==> src/pkg/rx_latch_pkg.sv <==
// constants and types shared by the receiver latch bank
package rx_latch_pkg;

	// ----------------------------------------
	// clock and timing
	// ----------------------------------------
	localparam int CLK_HZ = 20000000;
	localparam int BLINK_HALF_MS = 250;
	localparam int BLINK_HALF_CYCLES = BLINK_HALF_MS * (CLK_HZ / 1000);

	// ----------------------------------------
	// bus geometry
	// ----------------------------------------
	localparam int ADDR_W = 18;
	localparam int DATA_W = 32;
	localparam int BE_W = 4;

	// ----------------------------------------
	// register indices (byte address = index * 4)
	// ----------------------------------------
	localparam logic [15:0] IDX_ATTEN = 16'h8000;
	localparam logic [15:0] IDX_PHASE = 16'h8001;
	localparam logic [15:0] IDX_GTRIM = 16'h8002;
	localparam logic [15:0] IDX_RF_STAGE = 16'h8006;
	localparam logic [15:0] IDX_IF_STAGE = 16'h8007;
	localparam logic [15:0] IDX_OFS_A = 16'h8010;
	localparam logic [15:0] IDX_OFS_B = 16'h8011;
	localparam logic [15:0] IDX_RX_GAIN = 16'h8012;
	localparam logic [15:0] IDX_CMD = 16'h8013;
	localparam logic [15:0] IDX_STATUS = 16'h8014;

	// ----------------------------------------
	// stage pattern fields
	// ----------------------------------------
	localparam int STAGE_W = 10;
	localparam int RF_LSB = 0;
	localparam int RF_W = 4;
	localparam int IF_LSB = 4;
	localparam int IF_W = 4;
	localparam int SECOND_LSB = 8;
	localparam int SECOND_W = 2;
	localparam int HI_W = IF_W + SECOND_W;

	// ----------------------------------------
	// receiver gain limits
	// ----------------------------------------
	localparam logic [15:0] RX_GAIN_MIN = 16'h0001;
	localparam logic [15:0] RX_GAIN_MAX = 16'hb505;

	// ----------------------------------------
	// status bits
	// ----------------------------------------
	localparam int ST_ERROR = 0;
	localparam int ST_BLANK = 1;
	localparam int ST_HOLD = 2;
	localparam int ST_RED = 3;
	localparam int ST_GREEN = 4;

	// ----------------------------------------
	// commands, written to the command register
	// ----------------------------------------
	typedef enum logic [3:0] {
		CMD_NONE = 4'h0,
		CMD_INC_GTRIM = 4'h1,
		CMD_DEC_GTRIM = 4'h2,
		CMD_INC_PHASE = 4'h3,
		CMD_DEC_PHASE = 4'h4,
		CMD_INC_OFS_A = 4'h5,
		CMD_DEC_OFS_A = 4'h6,
		CMD_INC_OFS_B = 4'h7,
		CMD_DEC_OFS_B = 4'h8,
		CMD_INIT = 4'h9,
		CMD_SAVE = 4'ha,
		CMD_CLR_ERR = 4'hb,
		CMD_QUAD_ENTER = 4'hc,
		CMD_QUAD_LEAVE = 4'hd
	} cmd_t;

	// ----------------------------------------
	// settings and their power-up defaults
	// ----------------------------------------
	typedef struct packed {
		logic [7:0] atten;
		logic [7:0] phase;
		logic [7:0] gtrim;
		logic [STAGE_W-1:0] stage;
		logic [7:0] ofs_a;
		logic [7:0] ofs_b;
		logic [15:0] rx_gain;
	} settings_t;

	localparam settings_t SETTINGS_RST = '{
		atten: 8'h00,
		phase: 8'h80,
		gtrim: 8'h80,
		stage: 10'h000,
		ofs_a: 8'h80,
		ofs_b: 8'h80,
		rx_gain: 16'h0001
	};

endpackage

==> src/rtl/rx_latch_bank.sv <==
// receiver gain, trim and offset latch bank with status indicators
//
// Local design decisions: the Avalon-MM register port and the address map.
`timescale 1ns/1ps

// How it works
// - rf and if stages follow the pattern written to their stage latch
// - attenuator latch drives its converter continuously until rewritten
// - phase trim and gain trim latches each drive their own converter
// - with pulse reset disabled, red blinks and green stays lit
// - error lights red, darkens green, refuses operation until cleared
// - active acquisition pulse holds controller, suspends operation, both lit
// - channel a offset readable and writable, 0 to 255
// - channel b offset readable and writable, 0 to 255
// - increment raises gain, phase or offset by one step
// - decrement lowers gain, phase or offset by one step
// - quad entry inhibits pulse reset first; leaving re-enables it
// - initialize reloads every setting from stored defaults
// - save copies current settings into the defaults
// - receiver gain readable and writable from 1 to 46341
// - attenuator at 0x8000, phase at 0x8001, gain trim at 0x8002
// - rf stage latch at 0x8006, if and second stage at 0x8007
// - ten-bit stage pattern: rf 0-3, if 4-7, second stage 8-9
module rx_latch_bank #(
	parameter int BLINK_CYCLES = rx_latch_pkg::BLINK_HALF_CYCLES
) (
	input wire logic clk_i,
	input wire logic arst_n_i,
	input wire logic [rx_latch_pkg::ADDR_W-1:0] address_i,
	input wire logic read_i,
	input wire logic write_i,
	input wire logic [rx_latch_pkg::DATA_W-1:0] writedata_i,
	input wire logic [rx_latch_pkg::BE_W-1:0] byteenable_i,
	input wire logic acquisition_pulse_n_i,
	input wire logic error_event_i,
	output logic [rx_latch_pkg::DATA_W-1:0] readdata_o,
	output logic waitrequest_o,
	output logic [7:0] fine_attenuator_value_o,
	output logic [7:0] quad_phase_trim_o,
	output logic [7:0] quad_gain_trim_o,
	output logic [rx_latch_pkg::RF_W+rx_latch_pkg::IF_W-1:0] switched_gain_stage_o,
	output logic [rx_latch_pkg::SECOND_W-1:0] second_stage_gain_o,
	output logic [7:0] chan_a_offset_o,
	output logic [7:0] chan_b_offset_o,
	output logic [15:0] rx_gain_o,
	output logic pulse_reset_inhibit_o,
	output logic controller_hold_o,
	output logic red_led_o,
	output logic green_led_o
);

	// ----------------------------------------
	// state
	// ----------------------------------------
	typedef struct packed {
		rx_latch_pkg::settings_t cur;
		rx_latch_pkg::settings_t dflt;
		logic [rx_latch_pkg::DATA_W-1:0] rdata;
		logic wait_req;
		logic error;
		logic blank;
		logic hold;
		logic red;
		logic green;
		logic [31:0] blink_cnt;
		logic blink_ph;
	} state_t;

	localparam state_t STATE_RST = '{
		cur: rx_latch_pkg::SETTINGS_RST,
		dflt: rx_latch_pkg::SETTINGS_RST,
		rdata: 32'h0000_0000,
		wait_req: 1'b1,
		error: 1'b0,
		blank: 1'b0,
		hold: 1'b0,
		red: 1'b0,
		green: 1'b1,
		blink_cnt: 32'h0000_0000,
		blink_ph: 1'b0
	};

	state_t st_reg;
	state_t st_next;

	// saturating one-step move; wrapping would jump the converter end to end
	function automatic logic [7:0] step(input logic [7:0] v, input logic up);
		logic [7:0] r;
		r = v;
		if (up && v != 8'hff) begin
			r = v + 8'h01;
		end else if (!up && v != 8'h00) begin
			r = v - 8'h01;
		end
		return r;
	endfunction

	// ----------------------------------------
	// decode
	// ----------------------------------------
	logic [15:0] idx;
	logic accept;
	logic wr_go;
	logic pulse_hold;
	logic cmd_seen;
	logic [15:0] gain_wr;
	rx_latch_pkg::cmd_t cmd;

	assign idx = address_i[rx_latch_pkg::ADDR_W-1:2];
	assign accept = (read_i || write_i) && !st_reg.wait_req;
	assign pulse_hold = !acquisition_pulse_n_i && !st_reg.blank;
	// while held, writes are dropped; in error, all but the clear-error command are; all are still answered
	assign wr_go = accept && write_i && byteenable_i[0] && !pulse_hold;
	assign cmd = rx_latch_pkg::cmd_t'(writedata_i[3:0]);
	assign cmd_seen = write_i && st_reg.wait_req && idx == rx_latch_pkg::IDX_CMD;
	assign gain_wr = {byteenable_i[1] ? writedata_i[15:8] : st_reg.cur.rx_gain[15:8], writedata_i[7:0]};

	// ----------------------------------------
	// next state
	// ----------------------------------------
	always_comb begin
		st_next = st_reg;
		st_next.wait_req = !((read_i || write_i) && st_reg.wait_req);
		st_next.hold = pulse_hold;

		if ((read_i || write_i) && st_reg.wait_req) begin
			st_next.rdata = 32'h0000_0000;
			if (read_i) begin
				unique case (idx)
					rx_latch_pkg::IDX_ATTEN: st_next.rdata[7:0] = st_reg.cur.atten;
					rx_latch_pkg::IDX_PHASE: st_next.rdata[7:0] = st_reg.cur.phase;
					rx_latch_pkg::IDX_GTRIM: st_next.rdata[7:0] = st_reg.cur.gtrim;
					rx_latch_pkg::IDX_RF_STAGE: begin
						st_next.rdata[rx_latch_pkg::RF_W-1:0] = st_reg.cur.stage[rx_latch_pkg::RF_LSB +: rx_latch_pkg::RF_W];
					end
					rx_latch_pkg::IDX_IF_STAGE: begin
						st_next.rdata[rx_latch_pkg::HI_W-1:0] = st_reg.cur.stage[rx_latch_pkg::IF_LSB +: rx_latch_pkg::HI_W];
					end
					rx_latch_pkg::IDX_OFS_A: st_next.rdata[7:0] = st_reg.cur.ofs_a;
					rx_latch_pkg::IDX_OFS_B: st_next.rdata[7:0] = st_reg.cur.ofs_b;
					rx_latch_pkg::IDX_RX_GAIN: st_next.rdata[15:0] = st_reg.cur.rx_gain;
					rx_latch_pkg::IDX_STATUS: begin
						st_next.rdata[rx_latch_pkg::ST_ERROR] = st_reg.error;
						st_next.rdata[rx_latch_pkg::ST_BLANK] = st_reg.blank;
						st_next.rdata[rx_latch_pkg::ST_HOLD] = st_reg.hold;
						st_next.rdata[rx_latch_pkg::ST_RED] = st_reg.red;
						st_next.rdata[rx_latch_pkg::ST_GREEN] = st_reg.green;
					end
					default: st_next.rdata = 32'h0000_0000;
				endcase
			end
		end

		if (wr_go && !st_reg.error) begin
			unique case (idx)
				rx_latch_pkg::IDX_ATTEN: st_next.cur.atten = writedata_i[7:0];
				rx_latch_pkg::IDX_PHASE: st_next.cur.phase = writedata_i[7:0];
				rx_latch_pkg::IDX_GTRIM: st_next.cur.gtrim = writedata_i[7:0];
				rx_latch_pkg::IDX_RF_STAGE: begin
					st_next.cur.stage[rx_latch_pkg::RF_LSB +: rx_latch_pkg::RF_W] = writedata_i[rx_latch_pkg::RF_W-1:0];
				end
				rx_latch_pkg::IDX_IF_STAGE: begin
					st_next.cur.stage[rx_latch_pkg::IF_LSB +: rx_latch_pkg::HI_W] = writedata_i[rx_latch_pkg::HI_W-1:0];
				end
				rx_latch_pkg::IDX_OFS_A: st_next.cur.ofs_a = writedata_i[7:0];
				rx_latch_pkg::IDX_OFS_B: st_next.cur.ofs_b = writedata_i[7:0];
				rx_latch_pkg::IDX_RX_GAIN: begin
					// out-of-range gain is clamped, not refused
					if (gain_wr < rx_latch_pkg::RX_GAIN_MIN) begin
						st_next.cur.rx_gain = rx_latch_pkg::RX_GAIN_MIN;
					end else if (gain_wr > rx_latch_pkg::RX_GAIN_MAX) begin
						st_next.cur.rx_gain = rx_latch_pkg::RX_GAIN_MAX;
					end else begin
						st_next.cur.rx_gain = gain_wr;
					end
				end
				rx_latch_pkg::IDX_CMD: begin
					unique case (cmd)
						rx_latch_pkg::CMD_INC_GTRIM: st_next.cur.gtrim = step(st_reg.cur.gtrim, 1'b1);
						rx_latch_pkg::CMD_DEC_GTRIM: st_next.cur.gtrim = step(st_reg.cur.gtrim, 1'b0);
						rx_latch_pkg::CMD_INC_PHASE: st_next.cur.phase = step(st_reg.cur.phase, 1'b1);
						rx_latch_pkg::CMD_DEC_PHASE: st_next.cur.phase = step(st_reg.cur.phase, 1'b0);
						rx_latch_pkg::CMD_INC_OFS_A: st_next.cur.ofs_a = step(st_reg.cur.ofs_a, 1'b1);
						rx_latch_pkg::CMD_DEC_OFS_A: st_next.cur.ofs_a = step(st_reg.cur.ofs_a, 1'b0);
						rx_latch_pkg::CMD_INC_OFS_B: st_next.cur.ofs_b = step(st_reg.cur.ofs_b, 1'b1);
						rx_latch_pkg::CMD_DEC_OFS_B: st_next.cur.ofs_b = step(st_reg.cur.ofs_b, 1'b0);
						rx_latch_pkg::CMD_INIT: begin
							st_next.cur = st_reg.dflt;
							st_next.blank = 1'b0;
						end
						rx_latch_pkg::CMD_SAVE: st_next.dflt = st_reg.cur;
						rx_latch_pkg::CMD_QUAD_ENTER: st_next.blank = 1'b1;
						rx_latch_pkg::CMD_QUAD_LEAVE: st_next.blank = 1'b0;
						default: st_next.cur = st_reg.cur;
					endcase
				end
				default: st_next.cur = st_reg.cur;
			endcase
		end

		// a new error wins over a clear in the same cycle
		st_next.error = (st_reg.error && !(wr_go && idx == rx_latch_pkg::IDX_CMD
			&& cmd == rx_latch_pkg::CMD_CLR_ERR)) || error_event_i;

		if (st_reg.blank && st_reg.blink_cnt < 32'(BLINK_CYCLES - 1)) begin
			st_next.blink_cnt = st_reg.blink_cnt + 32'h0000_0001;
		end else begin
			st_next.blink_cnt = 32'h0000_0000;
			st_next.blink_ph = st_reg.blank && !st_reg.blink_ph;
		end

		// indicator priority: hold, error, blanked, flicker, idle
		if (pulse_hold) begin
			st_next.red = 1'b1;
			st_next.green = 1'b1;
		end else if (st_next.error) begin
			st_next.red = 1'b1;
			st_next.green = 1'b0;
		end else if (st_reg.blank) begin
			st_next.red = st_reg.blink_ph;
			st_next.green = 1'b1;
		end else begin
			st_next.red = 1'b0;
			st_next.green = !cmd_seen;
		end
	end

	always_ff @(posedge clk_i or negedge arst_n_i) begin
		if (!arst_n_i) begin
			st_reg <= STATE_RST;
		end else begin
			st_reg <= st_next;
		end
	end

	// ----------------------------------------
	// outputs
	// ----------------------------------------
	assign readdata_o = st_reg.rdata;
	assign waitrequest_o = st_reg.wait_req;
	assign fine_attenuator_value_o = st_reg.cur.atten;
	assign quad_phase_trim_o = st_reg.cur.phase;
	assign quad_gain_trim_o = st_reg.cur.gtrim;
	assign switched_gain_stage_o = st_reg.cur.stage[rx_latch_pkg::SECOND_LSB-1:0];
	assign second_stage_gain_o = st_reg.cur.stage[rx_latch_pkg::SECOND_LSB +: rx_latch_pkg::SECOND_W];
	assign chan_a_offset_o = st_reg.cur.ofs_a;
	assign chan_b_offset_o = st_reg.cur.ofs_b;
	assign rx_gain_o = st_reg.cur.rx_gain;
	assign pulse_reset_inhibit_o = st_reg.blank;
	assign controller_hold_o = st_reg.hold;
	assign red_led_o = st_reg.red;
	assign green_led_o = st_reg.green;

endmodule

==> config.mk <==
export PLATFORM = sky130hd
export DESIGN_NAME = rx_latch_bank
export DESIGN_NICKNAME = d
export VERILOG_FILES = /design/src/pkg/rx_latch_pkg.sv /design/src/rtl/rx_latch_bank.sv
export SDC_FILE = /design/constraint.sdc
export NUM_CORES = 1
export LEC_CHECK = 0
export ABC_AREA = 1
export BUFFER_PORTS_ARGS = -buffer_cell sky130_fd_sc_hd__buf_2
export CAP_MARGIN = 20
export CORE_ASPECT_RATIO = 0.75
export CORE_UTILIZATION = 37
export CTS_BUF_LIST = sky130_fd_sc_hd__clkbuf_16
export CTS_CLUSTER_SIZE = 30
export DETAILED_ROUTE_END_ITERATION = 10
export HOLD_SLACK_MARGIN = 0.1
export PLACE_DENSITY = 0.56
export SETUP_SLACK_MARGIN = 0.4
export SLEW_MARGIN = 10
export SYNTH_ARGS = -nofsm -noshare
export SYNTH_HDL_FRONTEND = slang
export SYNTH_SLANG_ARGS = --single-unit
==> constraint.sdc <==
create_clock -name clk_i -period 4.8 [get_ports clk_i]
set_input_delay 0.72 -clock clk_i [delete_from_list [all_inputs] [get_ports clk_i]]
set_output_delay 0.72 -clock clk_i [all_outputs]
set_load 0.05 [all_outputs]
==> results.cfg, run 1 <==
[run_status]
outcome = complete, but fails checks
violations = design-rule violations

[critical_path]
cp_cell_sequence = buf_2 -> nor2_1 -> nand2_1 -> nor2_2 -> buf_4 -> nand3_4 -> nor2_8 -> buf_4 -> nand2_1 -> nand3_2 -> inv_2 -> nor2_1 -> a21oi_1
critPathLaunchType = primary input
slowest_delay_ps = 470
critPathKind = primary input to flop
critPathTopFamily = simple AND/OR/NAND/NOR gates
timing.rr.end = st_reg[22]
ff2ff_path_depth = 12
r2r_setup_slack_ps = 2320
required_ps = 5130
r2r-start = st_reg[1]
crit_path_max_fanout = 35
cp_slowest_cell = buf_4
cp.arrival_ps = 3170
end_kind = flop
path_buf_inv = 4

[clock_tree]
clock_latency_ps = 450
hold_buffers = 0
clk_pin_slew_worst_paths_ps = 70
cts_tree = done
root_buffer = clkbuf_16
h-tree-depth = 4
cts_buffers = 17
clock_path_buffers = 2
postCtsSetupBuffers = 0
ctsResizeCount = 0
clock_sinks = 187

[die]
die_area_mm2 = 0.0322
core_area_mm2 = 0.0306
floorplan.initialDensity = 0.381
core.rowCount = 55
ioPinCount = 163
die_h_um = 156
dieWidth_um = 207

[global_routing]
overflow = 0
grt_usage = 0.227
first_global_vias = 9505
antenna_found_initial = 0
use_met2 = 0.329
grt_max_degree = 110
use_met1 = 0.345
grt_pass1_wl_um = 55100
gr-max-usage-layer = met1
use_met3 = 0.0401

[sta]
setup_viol = 0
max_clock_freq_mhz = 352
clock_skew_ps = 11.0
rsz0062_at_grt = no
setup_tns_ps = 0
drv_slew = 0
worstMarginPinSlew_ps = 1020
period_minus_slack_ps = 2840
hold_slack_ps = 370
slew_headroom = 0.317
finalHoldViolCount = 0
period_share = 0.593

[min_path]
hold_class = primary input to async pin

[place]
gp_congestion = 0.956
io_buffers = 126
dpl.hpwl_um = 25500
dp.cells = 2015

[yosys]
ys_seq_area_frac = 0.403
yosysTopAreaCell = dfrtp_1
synth_edf_count = 0
synth_cell_type_count = 48
synth.most_common_cell = nand2_1
synth_top_area_frac = 0.376
ys_warn_count = 0
ys_ff_latch = 187
netlist_top_cells_count = 436 x nand2_1, 185 x nor2_1, 175 x dfrtp_1
synth_ff_type = dfrtp_1
synth.avg_cell_area_um2 = 7.29
synthArstFlopShare = 1.00
synth.top_cells.by_area = dfrtp_1 38%, nand2_1 14%, buf_4 6.7%, nor2_1 6.0%, inv_1 4.9%
synthCells = 1596
syn-cell-area_mm2 = 0.0116

[power_and_ir_drop]
p_leak_nw = 6.41
p_per_area_mw_per_mm2 = 256
peakVddDrop_uv = 197

[layout]
diodes = 0
final_cells = 2047
multi_input_area_mm2 = 0.00544
syn2layout_area_growth_pct = 7.72
fillers = 3238
largest_register_ffs = 100
nNetsFinal = 1700
layout.area.seq_mm2 = 0.00469
drive_above_1_share = 0.150

[routing]
wire_per_inst_um = 17.3
drc = 3
drt_iter0_drc = 1052
via_per_inst = 5.13
dr.pass1.iters = 9
wl_um = 35400
vias = 10500
ant_nets = 0

[run]
maxCapViolCount = 0
## layout make-up
| class | count | area share |
|---|---|---|
| flip-flops and latches | 187 | 0.374 |
| inverters | 164 | 0.0491 |
| clock inverters | 15 | 0.0101 |
| clock buffers | 17 | 0.0339 |
| repair buffers | 137 | 0.0586 |
| multi-input cells | 1128 | 0.434 |
| well taps | 399 | 0.0398 |
## per-layer routing
layer	up-vias	part of all wire
li1	5086	-
met1	5035	0.48
met3	40	0.065
met5	-	0
met2	340	0.43
met4	0	0.019
## worst register-to-register path, cell delays in order, from the launching register on
cell	delay [ps]
dfrtp_1	370
ha_1	190
nand3_1	170
nor2_1	170
nor3_1	70
o21ai_0	220
nand2_1	80
nand2_1	80
nand2_1	50
nand2_1	590
inv_1	230
nand2_1	120
nor2_1	40
## how the worst max path moves through the flow
| stage | endpoint | startpoint | slack (ps) | depth (start not counted) |
|---|---|---|---|---|
| 2_1_floorplan | chan_b_offset_o[6] | writedata_i[0] | 2500 | 17 |
| 3_3_place_gp | chan_a_offset_o[3] | address_i[13] | 1520 | 12 |
| 3_5_place_dp | chan_b_offset_o[4] | address_i[13] | 1500 | 13 |
| 4_1_cts | chan_b_offset_o[4] | address_i[13] | 1970 | 13 |
| 5_1_grt | chan_b_offset_o[5] | address_i[11] | 1720 | 13 |
| 6_report | chan_b_offset_o[4] | address_i[13] | 1960 | 13 |
## cell families (layout without fill, tap and decap cells)
family | count (synthesis) | after routing | synth area share
compound gates | 244 | 244 | 0.120
xor+xnor | 18 | 18 | 0.0135
fa+ha+maj | 5 | 5 | 0.00537
buf+inv | 305 | 333 | 0.137
flops | 187 | 187 | 0.403
mux | 8 | 8 | 0.00924
other cells | 1 | 25 | 0.000322
simple gates | 828 | 828 | 0.311
## power breakdown
part / total (mW) / switching [mW] / internal, mW
Clock: 1.39 / 0.672 / 0.717
Combinational: 0.232 / 0.184 / 0.0476
Sequential: 1.58 / 0.00220 / 1.58
Total: 3.20 / 0.858 / 2.35
## placed cells by master (no fill, tap or decap), types with 4 or more instances in the layout
master	netlist	layout
buf_2	22	125
nand3_1	107	107
ha_1	5	5
nor2_1	185	185
clkbuf_16	0	17
buf_4	104	10
nand2_2	8	8
nand4_1	11	11
dfrtp_1	175	175
mux2_4	5	5
o21ai_0	101	101
xnor2_1	5	5
nor3_1	29	29
o22ai_1	22	22
nor2_2	11	11
dfstp_2	12	12
o21ai_1	13	13
nand2_4	5	5
o31ai_1	4	4
nand2_1	436	436
xor2_1	13	13
inv_1	151	152
a21boi_1	15	15
conb_1	1	25
a32o_1	8	8
nand3_2	4	4
a21oi_1	62	62
nand3b_1	4	4
a21o_1	7	7
nor4_1	6	6
inv_2	13	13
nor2_4	11	11
## per-stage QoR
stage	power (mW)	setup WS (ps)	area (um2)	util
2_1_floorplan	1.76	2500	11700	-
3_3_place_gp	1.85	1520	12000	0.392
3_5_place_dp	1.85	1500	12000	0.392
4_1_cts	3.23	1970	12500	0.410
5_1_grt	3.32	1720	12500	0.410
6_report	3.20	1960	12500	0.410
Note: power is estimated with default switching activity, not from simulation.
==> run 2: changes to the inputs <==
==> constraint.sdc (replaced) <==
create_clock -name clk_i -period 2.8 [get_ports clk_i]
set_input_delay 0.42 -clock clk_i [delete_from_list [all_inputs] [get_ports clk_i]]
set_output_delay 0.42 -clock clk_i [all_outputs]
set_load 0.05 [all_outputs]
==> results.cfg, run 2 (synthesized netlist as in run 1, its figures left out) <==
[routing]
ant_nets = 0
via_per_inst = 5.08
wl_um = 36000
dr.pass1.iters = 8
wire_per_inst_um = 17.3
drc = 3
drt_iter0_drc = 1017
vias = 10500

[critical_path]
critPathKind = flop to flop
ff2ff_path_depth = 13
r2r-start = waitrequest_o
cp.arrival_ps = 2440
crit_path_max_fanout = 9
timing.rr.end = quad_phase_trim_o[0]
startpoint = waitrequest_o
required_ps = 3170
critPathLaunchType = flop
end_kind = flop
r2r_setup_slack_ps = 730

[power_and_ir_drop]
p_leak_nw = 6.56
p_per_area_mw_per_mm2 = 434
peakVddDrop_uv = 328

[layout]
nNetsFinal = 1727
drive_above_1_share = 0.162
largest_register_ffs = 100
final_cell_mix = 436 x nand2_1, 185 x nor2_1, 175 x dfrtp_1, 154 x inv_1, 125 x buf_2
layout_commonest_cell = nand2_1
syn2layout_area_growth_pct = 9.81
final_cells = 2075

[clock_tree]
root_buffer = clkbuf_16
clock_sinks = 187
ctsResizeCount = 0
postCtsSetupBuffers = 0
hold_buffers = 1
clk_pin_slew_worst_paths_ps = 70
clock_latency_ps = 450
h-tree-depth = 4
cts_tree = done
clock_path_buffers = 2
cts_buffers = 17

[die]
floorplan.initialDensity = 0.381
die_area_mm2 = 0.0322
core_area_mm2 = 0.0306
core.rowCount = 55
ioPinCount = 163
dieWidth_um = 207
die_h_um = 156

[min_path]
hold_end = controller_hold_o
min-delay-start = acquisition_pulse_n_i
whs_path_depth = 2
hold_class = primary input to flop

[global_routing]
antenna_found_initial = 1
first_global_vias = 9602
grt_usage = 0.230
grt_max_degree = 61
grt_pass1_wl_um = 55800
overflow = 0

[sta]
max_clock_freq_mhz = 482
period_minus_slack_ps = 2070
drv_slew = 0
finalHoldViolCount = 0
period_share = 0.740
worstMarginPinSlew_ps = 993
slew_headroom = 0.335
setup_viol = 0
clock_skew_ps = 13.2
setup_tns_ps = 0
rsz0062_at_grt = no

[place]
gp_congestion = 0.921
io_buffers = 126
dpl.hpwl_um = 26700
dp.cells = 2041

[run]
maxCapViolCount = 0

[run_status]
violations = design-rule violations
outcome = complete, but fails checks
==> run 2: per-stage QoR <==
step	instance area [um2]	utilization	power, mW	hold WS [ps]	setup WS, ps
finish	12800	0.418	5.54	149	727
global route	12800	0.418	5.77	151	505
CTS	12800	0.418	5.61	136	717
detailed placement	12200	0.400	3.18	446	274
global placement	12200	0.400	3.18	445	275
floorplan	11700	-	3.01	124	804
==> run 2: worst max-delay path: stages, from the launching register on <==
cell and delay [ps]:
dfstp_2 370, inv_1 90, nand3_1 100, nor2_2 150, inv_2 90, nor2_8 200
inv_2 110, nor2_2 180, nand2_1 90, nand2_1 130, nand2_4 110, inv_2 170
nor2_1 70, a21oi_1 130
==> run 2: how the worst max path moves through the flow <==
stage                     cells past startpoint  slack, ps              endpoint
after floorplan                              17        800    chan_b_offset_o[6]
after global placement                       10        280    chan_a_offset_o[3]
after detailed placement                     10        270    chan_a_offset_o[2]
after CTS                                    11        720            st_reg[20]
after global routing                         11        500            st_reg[20]
final                                        13        730  quad_phase_trim_o[0]
==> run 2: where the power goes <==
group / internal [mW] / switching (mW) / leakage (nW)
clock network: 1.30 / 1.11 / 0.276
logic: 0.0953 / 0.320 / 3.89
registers: 2.71 / 0.00363 / 2.39
total: 4.11 / 1.44 / 6.56
==> run 2: cell type report <==
| type | count | area [um2] |
|---|---|---|
| fill | 3199 | 17800 |
| multi-input combinational | 1128 | 5440 |
| sequential | 187 | 4690 |
| timing repair buffer | 164 | 965 |
| inverter | 164 | 616 |
| tap | 399 | 499 |
| clock buffer | 17 | 425 |
| clock inverter | 15 | 138 |
| antenna | 1 | 2.50 |
==> run 2: metal layers <==
metal,global-route usage,vias to the layer above,wire length (um)
met5,0,-,0
met4,0.0754,0,892
met3,0.0361,51,2160
met2,0.333,340,15700
met1,0.346,5000,17300
li1,-,5144,-
